[src/rtl/sarc_pkg.sv]
// Shared constants and carrier types for the strap address and reset config block
package sarc_pkg;
  // Clock of the block
  localparam int CLK_PERIOD_NS = 50;
  // Write address when every strap is low
  localparam logic [7:0] ADDR_BASE = 8'h30;
  // Strap settle time before sampling, least time
  localparam int STRAP_SETTLE_NS = 1000;
  localparam int STRAP_SETTLE_CYC = (STRAP_SETTLE_NS + CLK_PERIOD_NS - 1) / CLK_PERIOD_NS;
  // Channel lock time, typical figure
  localparam int LOCK_TIME_US = 15000;
  localparam int LOCK_CYC = LOCK_TIME_US * 1000 / CLK_PERIOD_NS;
  // Reference clock rate expected when the enable is latched high
  localparam int REFCLK_MHZ = 25;
  // Channel enable mask default
  localparam logic [3:0] CH_EN_RST = 4'hf;
  // Revision value, arbitrary
  localparam logic [7:0] REVISION = 8'h06;
  // Number of channels
  localparam int NUM_CH = 4;
  // Bits in one bus address byte
  localparam logic [3:0] ADDR_BITS = 4'h8;

  // Output and enable of a group of two-way pins
  typedef struct packed {
    logic [3:0] out;
    logic [3:0] oe;
  } sarc_strap_drv_s;

  // Output and enable of the open-drain data line
  typedef struct packed {
    logic out;
    logic oe;
  } sarc_sda_drv_s;

  // Differential pair group, one bit per channel
  typedef struct packed {
    logic [3:0] pos;
    logic [3:0] neg;
  } sarc_pair_s;
endpackage

[src/rtl/sarc_top.sv]
// Power-up strap capture, soft reset, address match and channel retiming
//
// How it works
// - Straps sampled once per power-up, then held
// - Strap pins then drive channel lock indicators
// - Write address is 0x30 plus twice straps
// - Soft reset restores defaults, restarts channels
// - Refclk enable latched only at power-on
// - Latched enable selects 25 MHz reference
// - Channel n retimes rx n to tx n
// - Fixed read-only revision value exposed
`timescale 1ns/100ps
module sarc_top
  import sarc_pkg::*;
#(
  parameter int LOCK_CYCLES = sarc_pkg::LOCK_CYC
)
(
  input wire logic ref_clk,
  input wire logic rst,
  input wire logic [3:0] addr_strap_in,
  output sarc_pkg::sarc_strap_drv_s strap_drv,
  input wire logic refclk_en_in,
  output logic refclk_25m_sel,
  input wire logic soft_rst,
  input wire logic cfg_wr,
  input wire logic [3:0] cfg_ch_en,
  output logic [3:0] ch_en,
  output logic [7:0] dev_addr,
  output logic [7:0] revision,
  output logic [3:0] ch_lock,
  input wire logic scl_in,
  input wire logic sda_in,
  output sarc_pkg::sarc_sda_drv_s sda_drv,
  output logic addr_hit,
  output logic addr_rw,
  input sarc_pkg::sarc_pair_s rx,
  output sarc_pkg::sarc_pair_s tx
);
  import sarc_pkg::*;
  // Power-up phases
  typedef enum logic {SARC_SETTLE, SARC_RUN} sarc_phase_e;
  // Address receiver states
  typedef enum logic [1:0] {SARC_IDLE, SARC_ADDR, SARC_ACK, SARC_BUSY} sarc_bus_e;
  localparam logic [4:0] SETTLE_LAST = 5'(STRAP_SETTLE_CYC - 1);
  localparam logic [19:0] LOCK_LAST = 20'(LOCK_CYCLES - 1);
  // Two-stage synchronisers for every pin input
  logic [3:0] strap_m, strap_s; // Straps
  logic ren_m, ren_s; // Reference enable
  logic scl_m, scl_s, sda_m, sda_s; // Bus lines
  logic scl_d, sda_d; // Previous synced bus levels
  sarc_pair_s rx_m, rx_s; // Channel inputs

  always_ff @(posedge ref_clk or posedge rst)
  begin
    if (rst)
    begin
      strap_m <= 4'h0;
      strap_s <= 4'h0;
      ren_m <= 1'b0;
      ren_s <= 1'b0;
      scl_m <= 1'b1;
      scl_s <= 1'b1;
      sda_m <= 1'b1;
      sda_s <= 1'b1;
      scl_d <= 1'b1;
      sda_d <= 1'b1;
      rx_m <= '0;
      rx_s <= '0;
    end
    else
    begin
      strap_m <= addr_strap_in;
      strap_s <= strap_m;
      ren_m <= refclk_en_in;
      ren_s <= ren_m;
      scl_m <= scl_in;
      scl_s <= scl_m;
      sda_m <= sda_in;
      sda_s <= sda_m;
      scl_d <= scl_s;
      sda_d <= sda_s;
      rx_m <= rx;
      rx_s <= rx_m;
    end
  end

  // Power-up sequencing and latched configuration
  sarc_phase_e phase, next_phase;
  logic [4:0] settle, next_settle; // Settle counter
  logic [7:0] next_dev_addr;
  logic next_refclk_25m_sel;
  logic [3:0] next_ch_en;

  // Straps and refclk enable are only looked at on leaving settle;
  // soft reset does not touch them, only power-on does
  always_comb
  begin
    next_phase = phase;
    next_settle = settle;
    next_dev_addr = dev_addr;
    next_refclk_25m_sel = refclk_25m_sel;
    next_ch_en = ch_en;
    unique case (phase)
      SARC_SETTLE:
      begin
        next_settle = settle + 5'h1;
        if (settle == SETTLE_LAST)
        begin
          next_phase = SARC_RUN;
          next_dev_addr = ADDR_BASE + {3'h0, strap_s, 1'b0};
          next_refclk_25m_sel = ren_s;
        end
      end
      SARC_RUN: next_settle = settle; // Held once running
    endcase
    // Soft reset beats a same-cycle write
    if (soft_rst)
      next_ch_en = CH_EN_RST;
    else if (cfg_wr)
      next_ch_en = cfg_ch_en;
  end

  always_ff @(posedge ref_clk or posedge rst)
  begin
    if (rst)
    begin
      phase <= SARC_SETTLE;
      settle <= 5'h0;
      dev_addr <= ADDR_BASE;
      refclk_25m_sel <= 1'b0;
      ch_en <= CH_EN_RST;
      revision <= REVISION;
    end
    else
    begin
      phase <= next_phase;
      settle <= next_settle;
      dev_addr <= next_dev_addr;
      refclk_25m_sel <= next_refclk_25m_sel;
      ch_en <= next_ch_en;
      revision <= REVISION;
    end
  end

  // Per-channel lock counting and retiming
  logic [19:0] lock_cnt [NUM_CH];
  logic [19:0] next_lock_cnt [NUM_CH];
  logic [3:0] next_ch_lock;
  sarc_pair_s next_tx;
  sarc_strap_drv_s next_strap_drv;

  // A channel counts while its pair differs; loss or disable restarts it.
  // Real clock recovery is not modelled, only its restart behaviour.
  always_comb
  begin
    for (int i = 0; i < NUM_CH; i++)
    begin
      next_lock_cnt[i] = lock_cnt[i];
      next_ch_lock[i] = ch_lock[i];
      if (soft_rst || !ch_en[i] || (rx_s.pos[i] == rx_s.neg[i]))
      begin
        next_lock_cnt[i] = 20'h0;
        next_ch_lock[i] = 1'b0;
      end
      else if (lock_cnt[i] == LOCK_LAST)
        next_ch_lock[i] = 1'b1;
      else
        next_lock_cnt[i] = lock_cnt[i] + 20'h1;
      // Only pair i feeds tx i; muted until locked
      next_tx.pos[i] = ch_lock[i] & rx_s.pos[i];
      next_tx.neg[i] = ch_lock[i] & rx_s.neg[i];
    end
    // Pins stay inputs during settle so the straps are not fought
    next_strap_drv.oe = (phase == SARC_RUN) ? 4'hf : 4'h0;
    next_strap_drv.out = (phase == SARC_RUN) ? ch_lock : 4'h0;
  end

  always_ff @(posedge ref_clk or posedge rst)
  begin
    if (rst)
    begin
      for (int i = 0; i < NUM_CH; i++)
        lock_cnt[i] <= 20'h0;
      ch_lock <= 4'h0;
      tx <= '0;
      strap_drv <= '0;
    end
    else
    begin
      lock_cnt <= next_lock_cnt;
      ch_lock <= next_ch_lock;
      tx <= next_tx;
      strap_drv <= next_strap_drv;
    end
  end

  // Address byte receiver on the management bus
  sarc_bus_e bus, next_bus;
  logic [7:0] shift, next_shift; // Incoming address byte
  logic [3:0] nbits, next_nbits; // Bits taken so far
  sarc_sda_drv_s next_sda_drv;
  logic next_addr_hit, next_addr_rw;
  logic start_ev, stop_ev, scl_rise, scl_fall;

  assign start_ev = scl_s & scl_d & sda_d & ~sda_s;
  assign stop_ev = scl_s & scl_d & ~sda_d & sda_s;
  assign scl_rise = scl_s & ~scl_d;
  assign scl_fall = ~scl_s & scl_d;

  // Once running, start or stop always resynchronise, even mid-byte
  always_comb
  begin
    next_bus = bus;
    next_shift = shift;
    next_nbits = nbits;
    next_sda_drv = sda_drv;
    next_addr_hit = 1'b0;
    next_addr_rw = addr_rw;
    if (phase != SARC_RUN)
      next_bus = SARC_IDLE; // No answer before the address is known
    else if (start_ev)
    begin
      next_bus = SARC_ADDR;
      next_nbits = 4'h0;
      next_sda_drv = '0;
    end
    else if (stop_ev)
    begin
      next_bus = SARC_IDLE;
      next_sda_drv = '0;
    end
    else
    begin
      unique case (bus)
        SARC_IDLE: next_bus = SARC_IDLE;
        SARC_ADDR:
        begin
          if (scl_rise)
          begin
            next_shift = {shift[6:0], sda_s};
            next_nbits = nbits + 4'h1;
          end
          else if (scl_fall && nbits == ADDR_BITS)
          begin
            if (shift[7:1] == dev_addr[7:1])
            begin
              next_bus = SARC_ACK;
              next_sda_drv.out = 1'b0; // Pull low to acknowledge
              next_sda_drv.oe = 1'b1;
              next_addr_hit = 1'b1;
              next_addr_rw = shift[0];
            end
            else
              next_bus = SARC_BUSY; // Not ours, stay silent
          end
        end
        SARC_ACK:
        begin
          if (scl_fall)
          begin
            next_bus = SARC_BUSY;
            next_sda_drv = '0; // Release after the ninth clock
          end
        end
        SARC_BUSY: next_bus = SARC_BUSY; // Wait for stop or restart
      endcase
    end
  end

  always_ff @(posedge ref_clk or posedge rst)
  begin
    if (rst)
    begin
      bus <= SARC_IDLE;
      shift <= 8'h00;
      nbits <= 4'h0;
      sda_drv <= '0;
      addr_hit <= 1'b0;
      addr_rw <= 1'b0;
    end
    else
    begin
      bus <= next_bus;
      shift <= next_shift;
      nbits <= next_nbits;
      sda_drv <= next_sda_drv;
      addr_hit <= next_addr_hit;
      addr_rw <= next_addr_rw;
    end
  end
endmodule // sarc_top

[config.mk]
export PLATFORM = sky130hd
export DESIGN_NAME = sarc_top
export DESIGN_NICKNAME = d
export VERILOG_FILES = /design/src/rtl/sarc_pkg.sv /design/src/rtl/sarc_top.sv
export SDC_FILE = /design/constraint.sdc
export NUM_CORES = 1
export LEC_CHECK = 0
export BUFFER_PORTS_ARGS = -buffer_cell sky130_fd_sc_hd__buf_4
export CAP_MARGIN = 40
export CORE_UTILIZATION = 53
export CTS_CLUSTER_DIAMETER = 30
export DETAILED_ROUTE_END_ITERATION = 16
export HOLD_SLACK_MARGIN = 0.15
export PLACE_DENSITY = 0.75
export SYNTH_ARGS = -nofsm -noshare
export SYNTH_HDL_FRONTEND = slang
export SYNTH_SLANG_ARGS = --single-unit
[constraint.sdc]
create_clock -name ref_clk -period 6 [get_ports ref_clk]
set_clock_uncertainty 0.05 [all_clocks]
set_input_delay 1.5 -clock ref_clk [delete_from_list [all_inputs] [get_ports ref_clk]]
set_output_delay 1.5 -clock ref_clk [all_outputs]
set_load 0.03 [all_outputs]
==> key figures <==
Synth
  – Seq/Total Area, Yosys: 56.32%
  – Register bit total from synthesis: 162
  – Synth Flop Type: dfrtp_1
  – Synth warn: 0
  – Post-synth EDFFs: 0
  – Cells after synthesis: between 600 and 700
  – Largest area contributor in the netlist: dfrtp_1
  – Ranking of synthesized cells by area: dfrtp_1 (52%), xor2_1 (4.4%), dfstp_2 (4.0%), nor2_1 (3.8%), xnor2_1 (3.0%)
  – Avg Cell Area, Syn: 10.89 um^2
  – Post-synth ARST share: 100.0%
  – Syn Std Cell Area: 7222 um^2
  – Unique masters post-synth: 55
  – Yosys top cell area share: 52.32%

CTS
  – Clock Latency Late Sink: 0.42 ns
  – Reg clk slew, reported paths: about 0.060 ns
  – # H-tree levels: 4
  – Hold Buf Count CTS: 0
  – CTS max path bufs: 2
  – Post-CTS Setup Bufs: 0
  – Cts bufs inserted: 17
  – CTS tree: done
  – CTS root buf: clkbuf_16
  – Sink Count: 162
  – PostCTS Resize Cnt: 0

Power
  – Leakage Power: 0.003609 uW
  – Worst IR Drop VDD: 0.1702 mV
  – Final Total Pwr: 2428 uW
  – PwrDens: between 200 and 300 nW/um^2

Hold path
  – Hold path startpoint: strap_m[1]
  – Hold depth: 0
  – Worst Hold Endpoint: strap_s[1]
  – Hold Crit Class: reg -> reg

STA
  – Crit path time final: 2.707 ns
  – Setup TNS: 0 ns
  – Final setup viols: 0
  – Period utilization: 45.11%
  – Slew Limit Fails: 0
  – Maximum clock rate: 0.3694 GHz
  – RSZ-0062 raised after global routing: no
  – Final Hold Fails: 0
  – Least-Margin Pin Slew: 0.8693 ns
  – Rel. slew slack: 41.56%

Layout
  – FILL cells: 1,076
  – Final Net Count: 749
  – Finished Cell Area: 8322 um^2
  – Diodes inserted: 0
  – Layout cells sized above 1: 17.45%
  – P&R area growth vs syn: 15.23%
  – Non-Filler Instances: 904

Critical path
  – Delay-heaviest family, CP: flip-flops
  – FF-to-FF path depth: 3
  – R2R Setup Slk: 3.73 ns
  – Crit path from: dev_addr[5]
  – R2R Path End: nbits[3]
  – Slowest CP cell: dfstp_2
  – Worst Setup End Kind: primary output
  – CP startpoint kind: register
  – Launch point of the worst reg-to-reg path: phase
  – WP data required: 4.45 ns
  – Worst path cell trace: buf_4
  – CP max FO: 5
  – WP buf/inv: 1
  – Crit-path max cell delay: about 0.57 ns
  – Crit path kind: reg -> out
  – Worst EP arrival: 1.16 ns

Die
  – Starting Density: 54.54%
  – # rows: 42
  – Core ar.: 13,240 um^2
  – Die H: 118.7 um
  – Die Footprint: 14,100 um^2
  – IO Count: 68
  – DIE WIDTH: 118.7 um

Job
  – MaxCap Viol Count: 0

Global routing
  – Largest net degree at the start of global routing: 97
  – Initial antenna violation count: 0
  – Number of global-route vias before repair: 5,070
  – Total track usage: 21.05%
  – Grt total ovfl: 0
  – First-pass GRT wire length: 23,420 um

Run status
  – Status: completed

Placed design
  – Routability congestion estimate: 0.8768
  – DP Area: 7756 um^2
  – Final HPWL from detailed placement: between 9000 and 10,000 um
  – Inst Count DP: 872
  – # port buffers: 56

Detailed routing
  – Routed len/inst: 15.06 um
  – DRC Markers: 0
  – Vias per cell: 5.478
  – DRT antenna net count: 0
  – Vias: just under 5,000
  – Starting DRT DRC Count: 289
  – First-pass DRT Iterations: 4
  – Drt total wl: roughly 14,000 um
## sequential cells by signal, summed over array words and instances, names as in the netlist, 2 cells and up
register   count
bus            2
rx_m           8
lock_cnt      80
strap_s        4
ch_en          4
rx_s           8
settle         5
nbits          4
strap_m        4
shift          8
tx             8
strap_drv      5
dev_addr       5
ch_lock        4
## per-stage QoR
stage / utilization, % / worst slack [ns] / hold WS, ns
2_1_floorplan: - / 0.09158 / 0.2812
3_3_place_gp: 58.29 / 3.001 / 0.2824
3_5_place_dp: 58.57 / 3.021 / 0.2847
4_1_cts: 62.84 / 3.278 / 0.2956
5_1_grt: 62.84 / 3.257 / 0.3013
6_report: 62.84 / 3.293 / 0.2939
## power by group
group / total [uW] / switching, uW / internal [uW]
Clock: 1020 / 424 / 593
Combinational: 235 / 142 / 93.0
Sequential: 1180 / 37.2 / 1140
Total: 2430 / 603 / 1830
## cell usage in the layout (no fill, tap or decap), types with 5 or more instances in the layout
| cell | count |
|---|---|
| and2_1 | 16 |
| inv_1 | 17 |
| xor2_1 | 36 |
| clkbuf_16 | 17 |
| nor4b_1 | 5 |
| nand4_1 | 24 |
| buf_4 | 57 |
| conb_1 | 11 |
| dfrtp_1 | 151 |
| mux2_2 | 15 |
| nand3_1 | 35 |
| nor2b_1 | 6 |
| a211o_1 | 6 |
| and3_1 | 9 |
| nor3_1 | 10 |
| ha_1 | 11 |
| a21oi_1 | 27 |
| nand3b_1 | 7 |
| xnor2_1 | 25 |
| dfstp_2 | 11 |
| and4_1 | 7 |
| nor4_1 | 7 |
| or3_1 | 19 |
| nor2_1 | 74 |
| o21ai_0 | 23 |
| nand2_1 | 34 |
## worst max path at each step
stage | endpoint | slack (ns) | cells past startpoint
detailed placement | lock_cnt[22] | 3.02 | 4
floorplan | addr_hit | 0.09 | 1
global placement | lock_cnt[62] | 3.00 | 3
global route | dev_addr[4] | 3.26 | 1
finish | dev_addr[4] | 3.29 | 1
CTS | dev_addr[4] | 3.28 | 1
## synthesized netlist by cell type, types with 3 or more instances
library cell / number
dfrtp_1: 151
nor2_1: 74
xor2_1: 36
nand3_1: 35
nand2_1: 34
a21oi_1: 27
xnor2_1: 25
nand4_1: 24
o21ai_0: 23
or3_1: 19
clkbuf_1: 18
inv_1: 18
and2_1: 16
buf_4: 15
mux2_2: 15
dfstp_2: 11
ha_1: 11
nor3_1: 10
and3_1: 9
and4_1: 7
nand3b_1: 7
nor4_1: 7
a211o_1: 6
nor2b_1: 6
nor4b_1: 5
a211oi_1: 4
a31oi_1: 4
mux2i_1: 4
nand2b_1: 3
nand4b_1: 3
o211ai_1: 3
## final cells by class
cell class | instances | area [um^2] | area share, %
Clock buffer | 21 | 460.4 | 5.533
Sequential cell | 162 | 4068 | 48.88
Timing Repair Buffer | 59 | 465.4 | 5.593
Multi-Input combinational cell | 457 | 2930 | 35.21
Clock inverter | 11 | 105.1 | 1.263
Inverter | 18 | 72.57 | 0.8720
Tap cell | 176 | 220.2 | 2.646
## logic make-up after synthesis
| family | Yosys count | share of synthesized area, % |
|---|---|---|
| adder cells (fa/ha/maj) | 11 | 1.906 |
| multiplexers | 19 | 2.893 |
| AND/OR/NAND/NOR | 273 | 20.65 |
| buffers and inverters | 53 | 3.569 |
| XOR/XNOR | 61 | 7.398 |
| other | 2 | 0.1040 |
| AO/OA/AOI/OAI | 82 | 7.155 |
| flip-flops | 162 | 56.32 |
## layer usage
layer | vias to the layer above | track usage (%) | routed length [um]
met5 | - | 0 | 0
met4 | 0 | 9.177 | 261
met3 | 20 | 4.633 | 428
met2 | 87 | 35.67 | 6886
met1 | 2453 | 25.85 | 6040
li1 | 2392 | - | -
No activity file was read; power rests on OpenSTA's default activity.
